## src/rtl/civ_pkg.sv

```systemverilog
// constants, types and decode helpers of the interrupt vectoring unit
// assumes 20-bit physical addresses, 16-bit words and an 8-bit type number
package civ_pkg;
   // ----------------------------------------
   // widths and vector table
   // ----------------------------------------
   localparam int ADDR_W = 32'h14;
   localparam int WORD_W = 32'h10;
   localparam int TYPE_W = 32'h8;
   localparam int CNT_W = 32'h6;
   localparam int VEC_ENTRIES = 32'h100;
   localparam logic [19:0] VEC_TOP = 20'h003FF;
   localparam int VEC_SHIFT = 32'h2;
   localparam int SEG_SHIFT = 32'h4;
   localparam logic [19:0] CS_OFS = 20'h00002;
   localparam logic [15:0] STK_STEP = 16'h0002;
   // ----------------------------------------
   // predefined types and flag positions
   // ----------------------------------------
   localparam logic [7:0] TY_DIV = 8'h00;
   localparam logic [7:0] TY_STEP = 8'h01;
   localparam logic [7:0] TY_NMI = 8'h02;
   localparam logic [7:0] TY_BRK = 8'h03;
   localparam logic [7:0] TY_OVF = 8'h04;
   localparam int TRAP_FLAG_BIT = 32'h8;
   localparam int IEN_FLAG_BIT = 32'h9;
   localparam int OVF_FLAG_BIT = 32'hB;
   localparam int PIN_IRQ = 32'h0;
   localparam int PIN_NMI = 32'h1;
   // ----------------------------------------
   // entry times in clocks
   // ----------------------------------------
   localparam logic [5:0] CLK_EXT = 6'h3D;
   localparam logic [5:0] CLK_NMI = 6'h32;
   localparam logic [5:0] CLK_SWI = 6'h33;
   localparam logic [5:0] CLK_BRK = 6'h34;
   localparam logic [5:0] CLK_OVF = 6'h35;
   localparam logic [5:0] CLK_STEP = 6'h32;
   localparam logic [5:0] CLK_DIV = 6'h33;
   typedef enum logic [2:0] {
      CL_DIV, CL_SWI, CL_BRK, CL_OVF, CL_NMI, CL_EXT, CL_STEP
   } civ_cls_t;
   typedef enum logic [2:0] {
      ST_IDLE = 3'h0, ST_PSH_F = 3'h1, ST_CLR = 3'h3, ST_PSH_C = 3'h2,
      ST_PSH_RET = 3'h6, ST_RD_OFS = 3'h7, ST_RD_CS = 3'h5, ST_HOLD = 3'h4
   } civ_state_t;
   function automatic logic [5:0] entry_clks(input civ_cls_t c);
      case (c)
         CL_EXT: entry_clks = CLK_EXT;
         CL_NMI: entry_clks = CLK_NMI;
         CL_SWI: entry_clks = CLK_SWI;
         CL_BRK: entry_clks = CLK_BRK;
         CL_OVF: entry_clks = CLK_OVF;
         CL_STEP: entry_clks = CLK_STEP;
         default: entry_clks = CLK_DIV;
      endcase
   endfunction
   function automatic logic [19:0] vec_addr(input logic [7:0] ty);
      vec_addr = 20'(ty) << VEC_SHIFT;
   endfunction
   function automatic logic [19:0] stk_addr(input logic [15:0] seg, input logic [15:0] ofs);
      stk_addr = (20'(seg) << SEG_SHIFT) + 20'(ofs);
   endfunction
endpackage

```

## src/rtl/civ_acc_if.sv

```systemverilog
// one word access between the sequencer and the memory port
// assumes one request in flight; req is a one-cycle pulse
interface civ_acc_if;
   logic req;
   logic we;
   logic [19:0] addr;
   logic [15:0] wdata;
   logic done;
   logic [15:0] rdata;
   modport master (output req, output we, output addr, output wdata, input done, input rdata);
   modport slave (input req, input we, input addr, input wdata, output done, output rdata);
endinterface

```

## src/rtl/civ_top.sv

```systemverilog
// interrupt and exception entry sequencer: picks a source at an instruction
// boundary, pushes flags, clears the enable and trap bits, pushes code segment
// and return offset, reads the four-byte vector and hands the new target over.
// assumes the core stalls while busy_o is high and raises boundary_i only
// in the last clock of an instruction; the stack pointer it sees is current.

// How it works
// - table of 256 entries at 0..3FFH
// - entry holds two words: segment and offset
// - software events first, maskable and step last
// - entry clears enable and trap bits
// - entry takes 61,50,51,52,53 clocks per class
// - taken at boundaries; save segment, offset, flags
// - divide overflow raises type 0 always
// - trap bit gives type 1 one instruction later
// - step ignores the enable bit
// - nmi edge, synchronised, two clocks guaranteed, type 2
// - recognised nmi edge is remembered
// - breakpoint instruction gives unmaskable type 3
// - overflow trap type 4 only with overflow_flag
// - 0,1,3,4 from instructions; 2 from pin
// - table address is type times four
// - push flags, clear bits, push segment, offset
// - maskable level synchronised, honoured only when enabled
module civ_top (
   input wire logic core_clk_i,
   input wire logic rstn_i,
   input wire logic maskable_irq_in_i,
   input wire logic nmi_pin_i,
   input wire logic boundary_i,
   input wire logic div_err_i,
   input wire logic swi_i,
   input wire logic [7:0] swi_type_i,
   input wire logic brk_i,
   input wire logic into_i,
   input wire logic [7:0] ext_type_i,
   input wire logic [15:0] flags_i,
   input wire logic [15:0] cs_i,
   input wire logic [15:0] instr_pointer_reg_i,
   input wire logic [15:0] ss_i,
   input wire logic [15:0] sp_i,
   output logic accept_o,
   output logic busy_o,
   output logic [7:0] type_o,
   output logic load_o,
   output logic [15:0] cs_o,
   output logic [15:0] instr_pointer_reg_o,
   output logic [15:0] flags_o,
   output logic flags_we_o,
   output logic [15:0] sp_o,
   output logic mem_req_o,
   output logic mem_we_o,
   output logic [19:0] mem_addr_o,
   output logic [15:0] mem_wdata_o,
   input wire logic mem_ack_i,
   input wire logic [15:0] mem_rdata_i
);
   // ----------------------------------------
   // state
   // ----------------------------------------
   typedef struct packed {
      civ_pkg::civ_state_t st;
      civ_pkg::civ_cls_t cls;
      logic [7:0] typ;
      logic [5:0] cnt;
      logic trap_prev;
      logic issued;
      logic acc;
      logic load;
      logic fwe;
      logic [15:0] fsv;
      logic [15:0] fl_out;
      logic [15:0] seg;
      logic [15:0] spv;
      logic [15:0] rcs;
      logic [15:0] rofs;
      logic [15:0] new_ofs;
      logic [15:0] new_cs;
   } civ_top_t;
   civ_top_t s, n;

   civ_acc_if acc_bus ();
   logic irq_lvl;
   logic nmi_pend;
   logic nmi_take;
   logic sw_hit;
   logic ovf_hit;
   logic ext_hit;
   logic any_hit;

   // ----------------------------------------
   // pins and memory port
   // ----------------------------------------
   civ_pin_sync u_sync (
      .core_clk_i(core_clk_i),
      .rstn_i(rstn_i),
      .nmi_pin_i(nmi_pin_i),
      .irq_pin_i(maskable_irq_in_i),
      .nmi_take_i(nmi_take),
      .irq_lvl_o(irq_lvl),
      .nmi_pend_o(nmi_pend)
   );

   civ_mem_port u_port (
      .core_clk_i(core_clk_i),
      .rstn_i(rstn_i),
      .acc(acc_bus.slave),
      .mem_req_o(mem_req_o),
      .mem_we_o(mem_we_o),
      .mem_addr_o(mem_addr_o),
      .mem_wdata_o(mem_wdata_o),
      .mem_ack_i(mem_ack_i),
      .mem_rdata_i(mem_rdata_i)
   );

   // ----------------------------------------
   // source qualification
   // ----------------------------------------
   assign ovf_hit = into_i && flags_i[civ_pkg::OVF_FLAG_BIT];
   assign sw_hit = div_err_i || swi_i || brk_i || ovf_hit;
   assign ext_hit = irq_lvl && flags_i[civ_pkg::IEN_FLAG_BIT];
   assign any_hit = sw_hit || nmi_pend || ext_hit || s.trap_prev;

   // ----------------------------------------
   // sequencer
   // ----------------------------------------
   always_comb begin
      n = s;
      n.acc = 1'b0;
      n.load = 1'b0;
      n.fwe = 1'b0;
      nmi_take = 1'b0;
      acc_bus.req = 1'b0;
      acc_bus.we = 1'b0;
      acc_bus.addr = civ_pkg::stk_addr(s.seg, s.spv - civ_pkg::STK_STEP);
      acc_bus.wdata = s.fsv;
      if (s.st != civ_pkg::ST_IDLE && s.cnt != '1) begin
         n.cnt = s.cnt + 6'h01;
      end
      case (s.st)
         civ_pkg::ST_IDLE: begin
            // sources are looked at only in an instruction's last clock
            if (boundary_i) begin
               n.trap_prev = flags_i[civ_pkg::TRAP_FLAG_BIT];
               if (any_hit) begin
                  n.st = civ_pkg::ST_PSH_F;
                  n.acc = 1'b1;
                  n.cnt = 6'h01;
                  n.issued = 1'b0;
                  n.fsv = flags_i;
                  n.seg = ss_i;
                  n.spv = sp_i;
                  n.rcs = cs_i;
                  n.rofs = instr_pointer_reg_i;
                  // handler's first instruction runs with the trap bit clear
                  n.trap_prev = 1'b0;
                  if (div_err_i) begin
                     n.cls = civ_pkg::CL_DIV;
                     n.typ = civ_pkg::TY_DIV;
                  end else if (swi_i) begin
                     n.cls = civ_pkg::CL_SWI;
                     n.typ = swi_type_i;
                  end else if (brk_i) begin
                     n.cls = civ_pkg::CL_BRK;
                     n.typ = civ_pkg::TY_BRK;
                  end else if (ovf_hit) begin
                     n.cls = civ_pkg::CL_OVF;
                     n.typ = civ_pkg::TY_OVF;
                  end else if (nmi_pend) begin
                     n.cls = civ_pkg::CL_NMI;
                     n.typ = civ_pkg::TY_NMI;
                     nmi_take = 1'b1;
                  end else if (ext_hit) begin
                     n.cls = civ_pkg::CL_EXT;
                     n.typ = ext_type_i;
                  end else begin
                     n.cls = civ_pkg::CL_STEP;
                     n.typ = civ_pkg::TY_STEP;
                  end
               end
            end
         end
         civ_pkg::ST_PSH_F: begin
            acc_bus.req = !s.issued;
            acc_bus.we = 1'b1;
            n.issued = 1'b1;
            if (acc_bus.done) begin
               n.spv = s.spv - civ_pkg::STK_STEP;
               n.issued = 1'b0;
               n.st = civ_pkg::ST_CLR;
            end
         end
         civ_pkg::ST_CLR: begin
            n.fwe = 1'b1;
            n.fl_out = s.fsv;
            n.fl_out[civ_pkg::IEN_FLAG_BIT] = 1'b0;
            n.fl_out[civ_pkg::TRAP_FLAG_BIT] = 1'b0;
            n.st = civ_pkg::ST_PSH_C;
         end
         civ_pkg::ST_PSH_C: begin
            acc_bus.req = !s.issued;
            acc_bus.we = 1'b1;
            acc_bus.wdata = s.rcs;
            n.issued = 1'b1;
            if (acc_bus.done) begin
               n.spv = s.spv - civ_pkg::STK_STEP;
               n.issued = 1'b0;
               n.st = civ_pkg::ST_PSH_RET;
            end
         end
         civ_pkg::ST_PSH_RET: begin
            acc_bus.req = !s.issued;
            acc_bus.we = 1'b1;
            acc_bus.wdata = s.rofs;
            n.issued = 1'b1;
            if (acc_bus.done) begin
               n.spv = s.spv - civ_pkg::STK_STEP;
               n.issued = 1'b0;
               n.st = civ_pkg::ST_RD_OFS;
            end
         end
         civ_pkg::ST_RD_OFS: begin
            acc_bus.req = !s.issued;
            acc_bus.addr = civ_pkg::vec_addr(s.typ);
            n.issued = 1'b1;
            if (acc_bus.done) begin
               n.new_ofs = acc_bus.rdata;
               n.issued = 1'b0;
               n.st = civ_pkg::ST_RD_CS;
            end
         end
         civ_pkg::ST_RD_CS: begin
            acc_bus.req = !s.issued;
            acc_bus.addr = civ_pkg::vec_addr(s.typ) + civ_pkg::CS_OFS;
            n.issued = 1'b1;
            if (acc_bus.done) begin
               n.new_cs = acc_bus.rdata;
               n.issued = 1'b0;
               n.st = civ_pkg::ST_HOLD;
            end
         end
         civ_pkg::ST_HOLD: begin
            // pads to the class time; slow memory can only lengthen it
            if (s.cnt >= civ_pkg::entry_clks(s.cls) - 6'h01) begin
               n.load = 1'b1;
               n.st = civ_pkg::ST_IDLE;
            end
         end
         default: begin
            n.st = civ_pkg::ST_IDLE;
         end
      endcase
   end

   always_ff @(posedge core_clk_i or negedge rstn_i) begin
      if (!rstn_i) begin
         s <= '0;
      end else begin
         s <= n;
      end
   end

   // ----------------------------------------
   // outputs
   // ----------------------------------------
   assign accept_o = s.acc;
   assign busy_o = s.st != civ_pkg::ST_IDLE;
   assign type_o = s.typ;
   assign load_o = s.load;
   assign cs_o = s.new_cs;
   assign instr_pointer_reg_o = s.new_ofs;
   assign flags_o = s.fl_out;
   assign flags_we_o = s.fwe;
   assign sp_o = s.spv;
endmodule

```

## src/rtl/civ_pin_sync.sv

```systemverilog
// synchronisers for the two request pins and the held non-maskable edge
// assumes both pins are asynchronous to core_clk_i
module civ_pin_sync (
   input wire logic core_clk_i,
   input wire logic rstn_i,
   input wire logic nmi_pin_i,
   input wire logic irq_pin_i,
   input wire logic nmi_take_i,
   output logic irq_lvl_o,
   output logic nmi_pend_o
);
   typedef struct packed {
      logic [1:0] s1;
      logic [1:0] s2;
      logic [1:0] s3;
      logic [1:0] lvl;
      logic pend;
   } civ_sync_t;
   civ_sync_t s_r, s_nxt;

   // ----------------------------------------
   // filter and edge memory
   // ----------------------------------------
   always_comb begin
      s_nxt = s_r;
      s_nxt.s1 = {nmi_pin_i, irq_pin_i};
      s_nxt.s2 = s_r.s1;
      s_nxt.s3 = s_r.s2;
      // a change counts only once two stages agree, so one-cycle glitches die here
      for (int i = 0; i < 2; i++) begin
         if (s_r.s2[i] == s_r.s3[i]) begin
            s_nxt.lvl[i] = s_r.s2[i];
         end
      end
      if (nmi_take_i) begin
         s_nxt.pend = 1'b0;
      end
      // set wins over take, so an edge in the take cycle is kept
      if (s_nxt.lvl[civ_pkg::PIN_NMI] && !s_r.lvl[civ_pkg::PIN_NMI]) begin
         s_nxt.pend = 1'b1;
      end
   end

   always_ff @(posedge core_clk_i or negedge rstn_i) begin
      if (!rstn_i) begin
         s_r <= '0;
      end else begin
         s_r <= s_nxt;
      end
   end

   assign irq_lvl_o = s_r.lvl[civ_pkg::PIN_IRQ];
   assign nmi_pend_o = s_r.pend;
endmodule

```

## src/rtl/civ_mem_port.sv

```systemverilog
// single word memory port for stack pushes and vector reads
// assumes memory holds mem_ack_i high for one cycle per access
module civ_mem_port (
   input wire logic core_clk_i,
   input wire logic rstn_i,
   civ_acc_if.slave acc,
   output logic mem_req_o,
   output logic mem_we_o,
   output logic [19:0] mem_addr_o,
   output logic [15:0] mem_wdata_o,
   input wire logic mem_ack_i,
   input wire logic [15:0] mem_rdata_i
);
   typedef struct packed {
      logic busy;
      logic we;
      logic [19:0] addr;
      logic [15:0] wdata;
      logic [15:0] rdata;
      logic done;
   } civ_port_t;
   civ_port_t p_r, p_nxt;

   always_comb begin
      p_nxt = p_r;
      p_nxt.done = 1'b0;
      if (!p_r.busy && acc.req) begin
         p_nxt.busy = 1'b1;
         p_nxt.we = acc.we;
         p_nxt.addr = acc.addr;
         p_nxt.wdata = acc.wdata;
      end else if (p_r.busy && mem_ack_i) begin
         p_nxt.busy = 1'b0;
         p_nxt.done = 1'b1;
         p_nxt.rdata = mem_rdata_i;
      end
   end

   always_ff @(posedge core_clk_i or negedge rstn_i) begin
      if (!rstn_i) begin
         p_r <= '0;
      end else begin
         p_r <= p_nxt;
      end
   end

   assign mem_req_o = p_r.busy;
   assign mem_we_o = p_r.we;
   assign mem_addr_o = p_r.addr;
   assign mem_wdata_o = p_r.wdata;
   assign acc.done = p_r.done;
   assign acc.rdata = p_r.rdata;
endmodule

```

## config.mk

```make
export PLATFORM = sky130hd
export DESIGN_NAME = civ_top
export DESIGN_NICKNAME = d
export VERILOG_FILES = /design/src/rtl/civ_pkg.sv /design/src/rtl/civ_acc_if.sv /design/src/rtl/civ_top.sv /design/src/rtl/civ_pin_sync.sv /design/src/rtl/civ_mem_port.sv
export SDC_FILE = /design/constraint.sdc
export NUM_CORES = 1
export LEC_CHECK = 0
export BUFFER_PORTS_ARGS = -buffer_cell sky130_fd_sc_hd__buf_2
export CAP_MARGIN = 40
export CORE_MARGIN = 8
export CORE_UTILIZATION = 35
export CTS_CLUSTER_DIAMETER = 100
export DETAILED_ROUTE_END_ITERATION = 8
export GPL_ROUTABILITY_DRIVEN = 0
export SYNTH_ARGS = -nofsm -noshare
export SYNTH_HDL_FRONTEND = slang
export SYNTH_SLANG_ARGS = --single-unit
export TNS_END_PERCENT = 1
```

## constraint.sdc

```tcl
create_clock -name core_clk_i -period 3.8 [get_ports core_clk_i]
set_input_delay 0.19 -clock core_clk_i [delete_from_list [all_inputs] [get_ports core_clk_i]]
set_output_delay 0.19 -clock core_clk_i [all_outputs]
set_load 0.02 [all_outputs]
```

==> flow_metrics.tcl, run 1 <==
set metrics [dict create \
    vdd_ir_drop_max_v 0.000320 \
    pin_count 236 \
    root_buffer "clkbuf_16" \
    final_cell_mix "nand2_1 (324), buf_2 (232), dfrtp_1 (215), dlygate4sd3_1 (100), o21ai_0 (62)" \
    synth_flop_cell "dfrtp_1" \
    clk_latency_ns 0.52 \
    rr_worst_depth 14 \
    synth_top_area_cell "dfrtp_1" \
    cellPowerDensity_mw_per_mm2 812 \
    cts_buffer_depth 3 \
    cts_inserted_buffers 26 \
    slew_headroom_pct 35.7 \
    fin_skew_ns 0.0136 \
    grt_use_total_pct 16.6 \
    portBuffers 233 \
    rows 63 \
    drc 0 \
    drt_iter0_drc 400 \
    synth_enable_flop_cells 0 \
    cp_max_fo 6 \
    endpoint_kind "flop" \
    period_minus_slack_ns 3.33 \
    hpwl_mm 20.8 \
    critPathMaxStageDelay_ns 0.45 \
    drt.antenna.violating_nets 0 \
    status "finished clean" \
    worstPathArrival_ns 3.73 \
    cts_tree "built" \
    p_leak_nw 6.79 \
    synth_cell_types 71 \
    drive_above_1_share_pct 24.0 \
    hold_path.class "in2reg" \
    cts_setup_buffers 0 \
    crit_required_ns 4.20 \
    finalMaxSlewViolations 0 \
    grt_pass1_vias 8797 \
    synth_area_per_cell_sq_um 9.68 \
    clock.fmax_mhz 300 \
    start_util_pct 35.3 \
    async_reset_ff_share_pct 100 \
    area_growth_pct 27.6 \
    tightest_slew_ns 0.964 \
    final_common_cell "nand2_1" \
    rsz0062_at_grt "false" \
    die_h_um 188 \
    start_kind "flop" \
    holdPathStages 5 \
    synth.area.top_cells "dfrtp_1 (52%), nand2_1 (12%), buf_4 (5.3%), o21ai_0 (3.0%), mux2_1 (2.8%)" \
    cp_cell_sequence "inv_1 -> ha_1 -> nor4b_2 -> buf_4 -> nand4_2 -> nor3_2 -> xor2_1 -> ha_1 -> a21oi_1 -> o21ai_0 -> or3_1 -> o22ai_1 -> xor2_1 -> o21ai_1" \
    netlist_instances 1072 \
    dieArea_sq_mm 0.0354 \
    grt_max_degree 121 \
    cp_num_buf_inv 2 \
    core_sq_mm 0.0294 \
    synth_top_area_share_pct 51.9 \
    post-route-period-util_pct 87.7 \
    finish.net_count 1470 \
    vias 8402 \
    synth_seq_cells 215 \
    critPathTopFamily "simple AND/OR/NAND/NOR gates" \
    cp_slowest_cell "dfrtp_1" \
    crit_type "reg2reg" \
    cap_violations 0 \
    finalHoldViolations 0 \
    netlist_area_sq_mm 0.0104 \
    antenna_found_initial 1 \
    yosysSeqAreaShare_pct 51.9 \
    cp_num_cells 14 \
    grt_overflow_total 0 \
    cts_sinks 215 \
    path_clk_slew_ns 0.06 \
    dieWidth_um 188 \
    htree_levels 1 \
    dr.pass1.iters 5 \
    wl_mm 29.9 \
    fin_util_pct 45.0 \
    yosysWarningCount 0 \
    finalSetupViolCount 0 \
    grt_pass1_wl_mm 48.3 \
    routed_via_density 4.84 \
    fin_tns_setup_ns 0 \
    avgRoutedWirePerCell_um 17.2 \
]
## what timing repair did
item	4_1_cts	5_1_grt
endpoints found under the setup margin	0	0
endpoints found under the hold margin	218	0
gates resized for setup	0	0
hold buffers	100	0
## kinds of logic after synthesis
group | share of synthesized area [%]
buf+inv | 8.16
xor+xnor | 2.11
mux | 7.04
compound gates | 11.0
simple gates | 17.1
other cells | 0.0361
fa+ha+maj | 2.68
flops | 51.9
## path summary, 6_finish.rpt
check                                      from  slack, ns                    end
worst max-delay path                    sp_o[1]       0.47  u_port.mem_addr_o[16]
worst min-delay path              swi_type_i[1]       0.02              type_o[1]
worst max register to register          sp_o[1]       0.47  u_port.mem_addr_o[16]
worst min register to register  u_sync.s_nxt[5]       0.35        u_sync.s_nxt[3]
max in group asynchronous                rstn_i       2.62                 s[125]
min in group asynchronous                rstn_i       0.29                  s[52]
## registers in the layout, summed over array words and instances (netlist names), named ones only
register	count
sp_o	16
u_port.acc.rdata	16
type_o	8
u_port.mem_we_o	1
u_port.mem_req_o	1
instr_pointer_reg_o	16
s	77
u_port.mem_addr_o	20
u_sync.nmi_pend_o	1
u_sync.s_r	3
accept_o	1
flags_we_o	1
u_sync.s_nxt	4
cs_o	16
load_o	1
u_port.acc.done	1
u_port.mem_wdata_o	16
u_sync.irq_lvl_o	1
flags_o	14
## layout make-up
type,instances,area (sq um)
fillers,2801,16200
well taps,390,488
multi-input cells,717,4160
flip-flops and latches,215,5380
clock inverters,5,56.3
clock buffers,40,754
inverters,22,82.6
diodes,1,2.50
repair buffers,346,2310
## worst min-delay path: stages
cell,delay [ns]
buf_2,0.09
inv_1,0.04
a21oi_1,0.06
nand3_1,0.07
nand2_1,0.05
## layer usage
metal | vias to the layer above | share of wire, % | global-route usage (%)
met4 | 0 | 3.6 | 5.70
met5 | - | 0 | 0
met3 | 61 | 6.0 | 3.66
li1 | 4045 | - | -
met1 | 4016 | 46 | 22.3
met2 | 280 | 45 | 26.0
## per-stage QoR
stage | instances | power [mW] | setup WS (ns) | hold slack (ns) | cell area (sq um)
floorplan | 1073 | 7.24 | 0.828 | -0.106 | 10400
global placement | 1588 | 8.25 | 0.653 | 0.300 | 11400
detailed placement | 1590 | 8.36 | 0.523 | 0.301 | 11400
CTS | 1735 | 10.9 | 0.488 | 0.00406 | 13200
global route | 1736 | 11.6 | 0.209 | 0.0428 | 13200
finish | 1736 | 10.7 | 0.467 | 0.0249 | 13200
## synth_stat cells (all sizes together), types with 2 or more instances
master	n
inv	22
a21oi	36
nor2	43
a22oi	6
nand4	4
o31ai	12
clkbuf	20
o211ai	4
o311ai	2
nor3	12
xor2	12
nor2b	2
a32o	2
a31oi	3
or3	4
nor4	2
dfrtp	215
a211oi	5
a22o	2
maj3	2
mux2	48
nand3b	4
and2	2
a32oi	2
ha	19
o21a	3
a221oi	5
o22ai	7
nand2	325
xnor2	13
nand2b	4
buf	99
and3	3
mux2i	19
a21o	8
o21ai	74
nand3	11
## report_power, final
group / switching [mW] / internal [mW]
registers: 0.777 / 3.24
logic: 2.64 / 1.72
clock network: 0.945 / 1.42
(Power assumes the default switching activity.)
==> run 2: changes to the inputs <==
- BUFFER_PORTS_ARGS: -buffer_cell sky130_fd_sc_hd__buf_2 -> unset
- CAP_MARGIN: 40 -> 30
- DONT_BUFFER_PORTS: unset -> 1
==> flow_metrics.tcl, run 2 (synthesis results as in run 1) <==
set metrics [dict create \
    status "finished, violations left" \
    violations "negative hold slack" \
    clock.fmax_mhz 283 \
    cp_cell_sequence "inv_1 -> ha_1 -> nor4b_2 -> nand4_2 -> nor3_2 -> xor2_1 -> ha_1 -> a21oi_1 -> o21ai_0 -> or3_1 -> o22ai_1 -> xor2_1 -> o21ai_1" \
    finish.net_count 1260 \
    regMostFlops "s" \
    multiInputGateArea_sq_mm 0.00416 \
    dieArea_sq_mm 0.0354 \
    met3_length_mm 2.25 \
    fin_tns_setup_ns 0 \
    crit_required_ns 4.21 \
    critPathMaxStageDelay_ns 0.49 \
    avgRoutedWirePerCell_um 19.0 \
    htree_levels 1 \
    route.met2.wl_mm 13.4 \
    finalHoldViolations 215 \
    cts_inserted_buffers 26 \
    routed_via_density 5.01 \
    rows 63 \
    antenna_found_initial 1 \
    drc 0 \
    die_h_um 188 \
    cts_resized 0 \
    p_leak_nw 5.86 \
    grt_pass1_vias 7819 \
    grt_use_total_pct 16.1 \
    drt_iter0_drc 388 \
    grt_pass1_wl_mm 46.0 \
    clk_latency_ns 0.53 \
    vdd_ir_drop_max_v 0.000342 \
    fin_area_sq_mm 0.0124 \
    crit_type "reg2reg" \
    grt_max_degree 216 \
    area_growth_pct 19.2 \
    period_minus_slack_ns 3.54 \
    drt.antenna.violating_nets 0 \
    hold_path.class "in2async" \
    regArea_sq_mm 0.00538 \
    largest_reg_flops 77 \
    cts_sinks 215 \
    top_layer "met4" \
    dieWidth_um 188 \
    cap_violations 0 \
    fin_skew_ns 0.00883 \
    pin_count 236 \
    place_area_sq_mm 0.0102 \
    worstPathArrival_ns 3.94 \
    slew_headroom_pct 36.2 \
    grt_overflow_total 0 \
    tightest_slew_ns 0.956 \
    hold-worst-slack_ns -0.629 \
    cp_slowest_cell "dfrtp_1" \
    start_kind "flop" \
    rsz0062_at_grt "false" \
    power_mw 10.5 \
    finalSetupViolCount 0 \
    wl_mm 29.1 \
    met1_length_mm 12.6 \
    final_common_cell "nand2_1" \
    path_clk_slew_ns 0.06 \
    dr.pass1.iters 4 \
    finalMaxSlewViolations 0 \
    post-route-period-util_pct 93.1 \
    hpwl_mm 19.6 \
    n_fill_cell 2799 \
    cellPowerDensity_mw_per_mm2 852 \
    start_util_pct 35.3 \
    cts_setup_buffers 0 \
    core_sq_mm 0.0294 \
    final_cell_mix "nand2_1 (324), dfrtp_1 (215), dlygate4sd3_1 (127), o21ai_0 (62), nor2_1 (42)" \
    cts_hold_buf 127 \
    portBuffers 0 \
    cts_buffer_depth 3 \
    drive_above_1_share_pct 8.17 \
    cts_tree "built" \
    root_buffer "clkbuf_16" \
    cp_max_fo 5 \
    vias 7653 \
    endpoint_kind "flop" \
]
run 2: cell types whose count changed in the layout (fill, tap and decap cells not counted), sizes merged:
cell | before | now
dlygate4sd3 | 100 | 127
buf | 246 | 9
clkbuf | 40 | 37
clkinv | 2 | 4
bufinv | 1 | 4
clkinvlp | 1 | 2
run 2: worst max-delay path: cells and delay by family (launching register included):
| kind | cells | cell delay [ns] |
|---|---|---|
| compound gates | 4 | 0.60 |
| fa+ha+maj | 2 | 0.57 |
| xor+xnor | 2 | 0.40 |
| buf+inv | 1 | 0.12 |
| simple gates | 4 | 1.22 |
| flops | 1 | 0.49 |
run 2: per-stage QoR:
| stage | util (%) | hold WS [ns] | cells | worst slack [ns] |
|---|---|---|---|---|
| after floorplan | - | -0.106 | 1073 | 0.828 |
| final | 42.1 | -0.629 | 1529 | 0.264 |
| after global routing | 42.1 | -0.650 | 1529 | 0.0375 |
| after CTS | 42.1 | -0.659 | 1528 | 0.326 |
| after detailed placement | 34.6 | -0.0977 | 1353 | 0.339 |
| after global placement | 34.6 | -0.0967 | 1353 | 0.405 |
run 2: metal layers:
| layer | track usage, % | up-vias |
|---|---|---|
| li1 | - | 3626 |
| met1 | 21.1 | 3716 |
| met2 | 25.4 | 266 |
| met3 | 4.86 | 45 |
| met4 | 4.76 | 0 |
| met5 | 0 | - |
run 2: final cells by class:
| type | count | area share (%) |
|---|---|---|
| diodes | 1 | 0.0202 |
| clock buffers | 37 | 6.09 |
| clock inverters | 11 | 1.35 |
| inverters | 22 | 0.668 |
| multi-input cells | 717 | 33.6 |
| flip-flops and latches | 215 | 43.5 |
| well taps | 390 | 3.94 |
| repair buffers | 136 | 10.8 |
run 2: path summary, 6_finish.rpt:
kind	from	to	slack [ns]	depth (start not counted)
min in group core_clk_i	boundary_i	s[82]	0.02	4
worst max-delay path	sp_o[2]	u_port.mem_addr_o[16]	0.26	13
worst min register to register	u_sync.s_nxt[5]	u_sync.s_nxt[3]	0.35	0
worst max register to register	sp_o[2]	u_port.mem_addr_o[16]	0.26	13
worst min-delay path	rstn_i	s[50]	-0.63	0
max in group asynchronous	rstn_i	s[95]	4.02	0
run 2: power breakdown:
group / internal, mW / total, mW / leakage, nW / switching, mW
Clock: 1.65 / 2.64 / 0.447 / 0.989
Combinational: 1.39 / 3.18 / 2.68 / 1.79
Sequential: 3.23 / 4.72 / 2.74 / 1.49
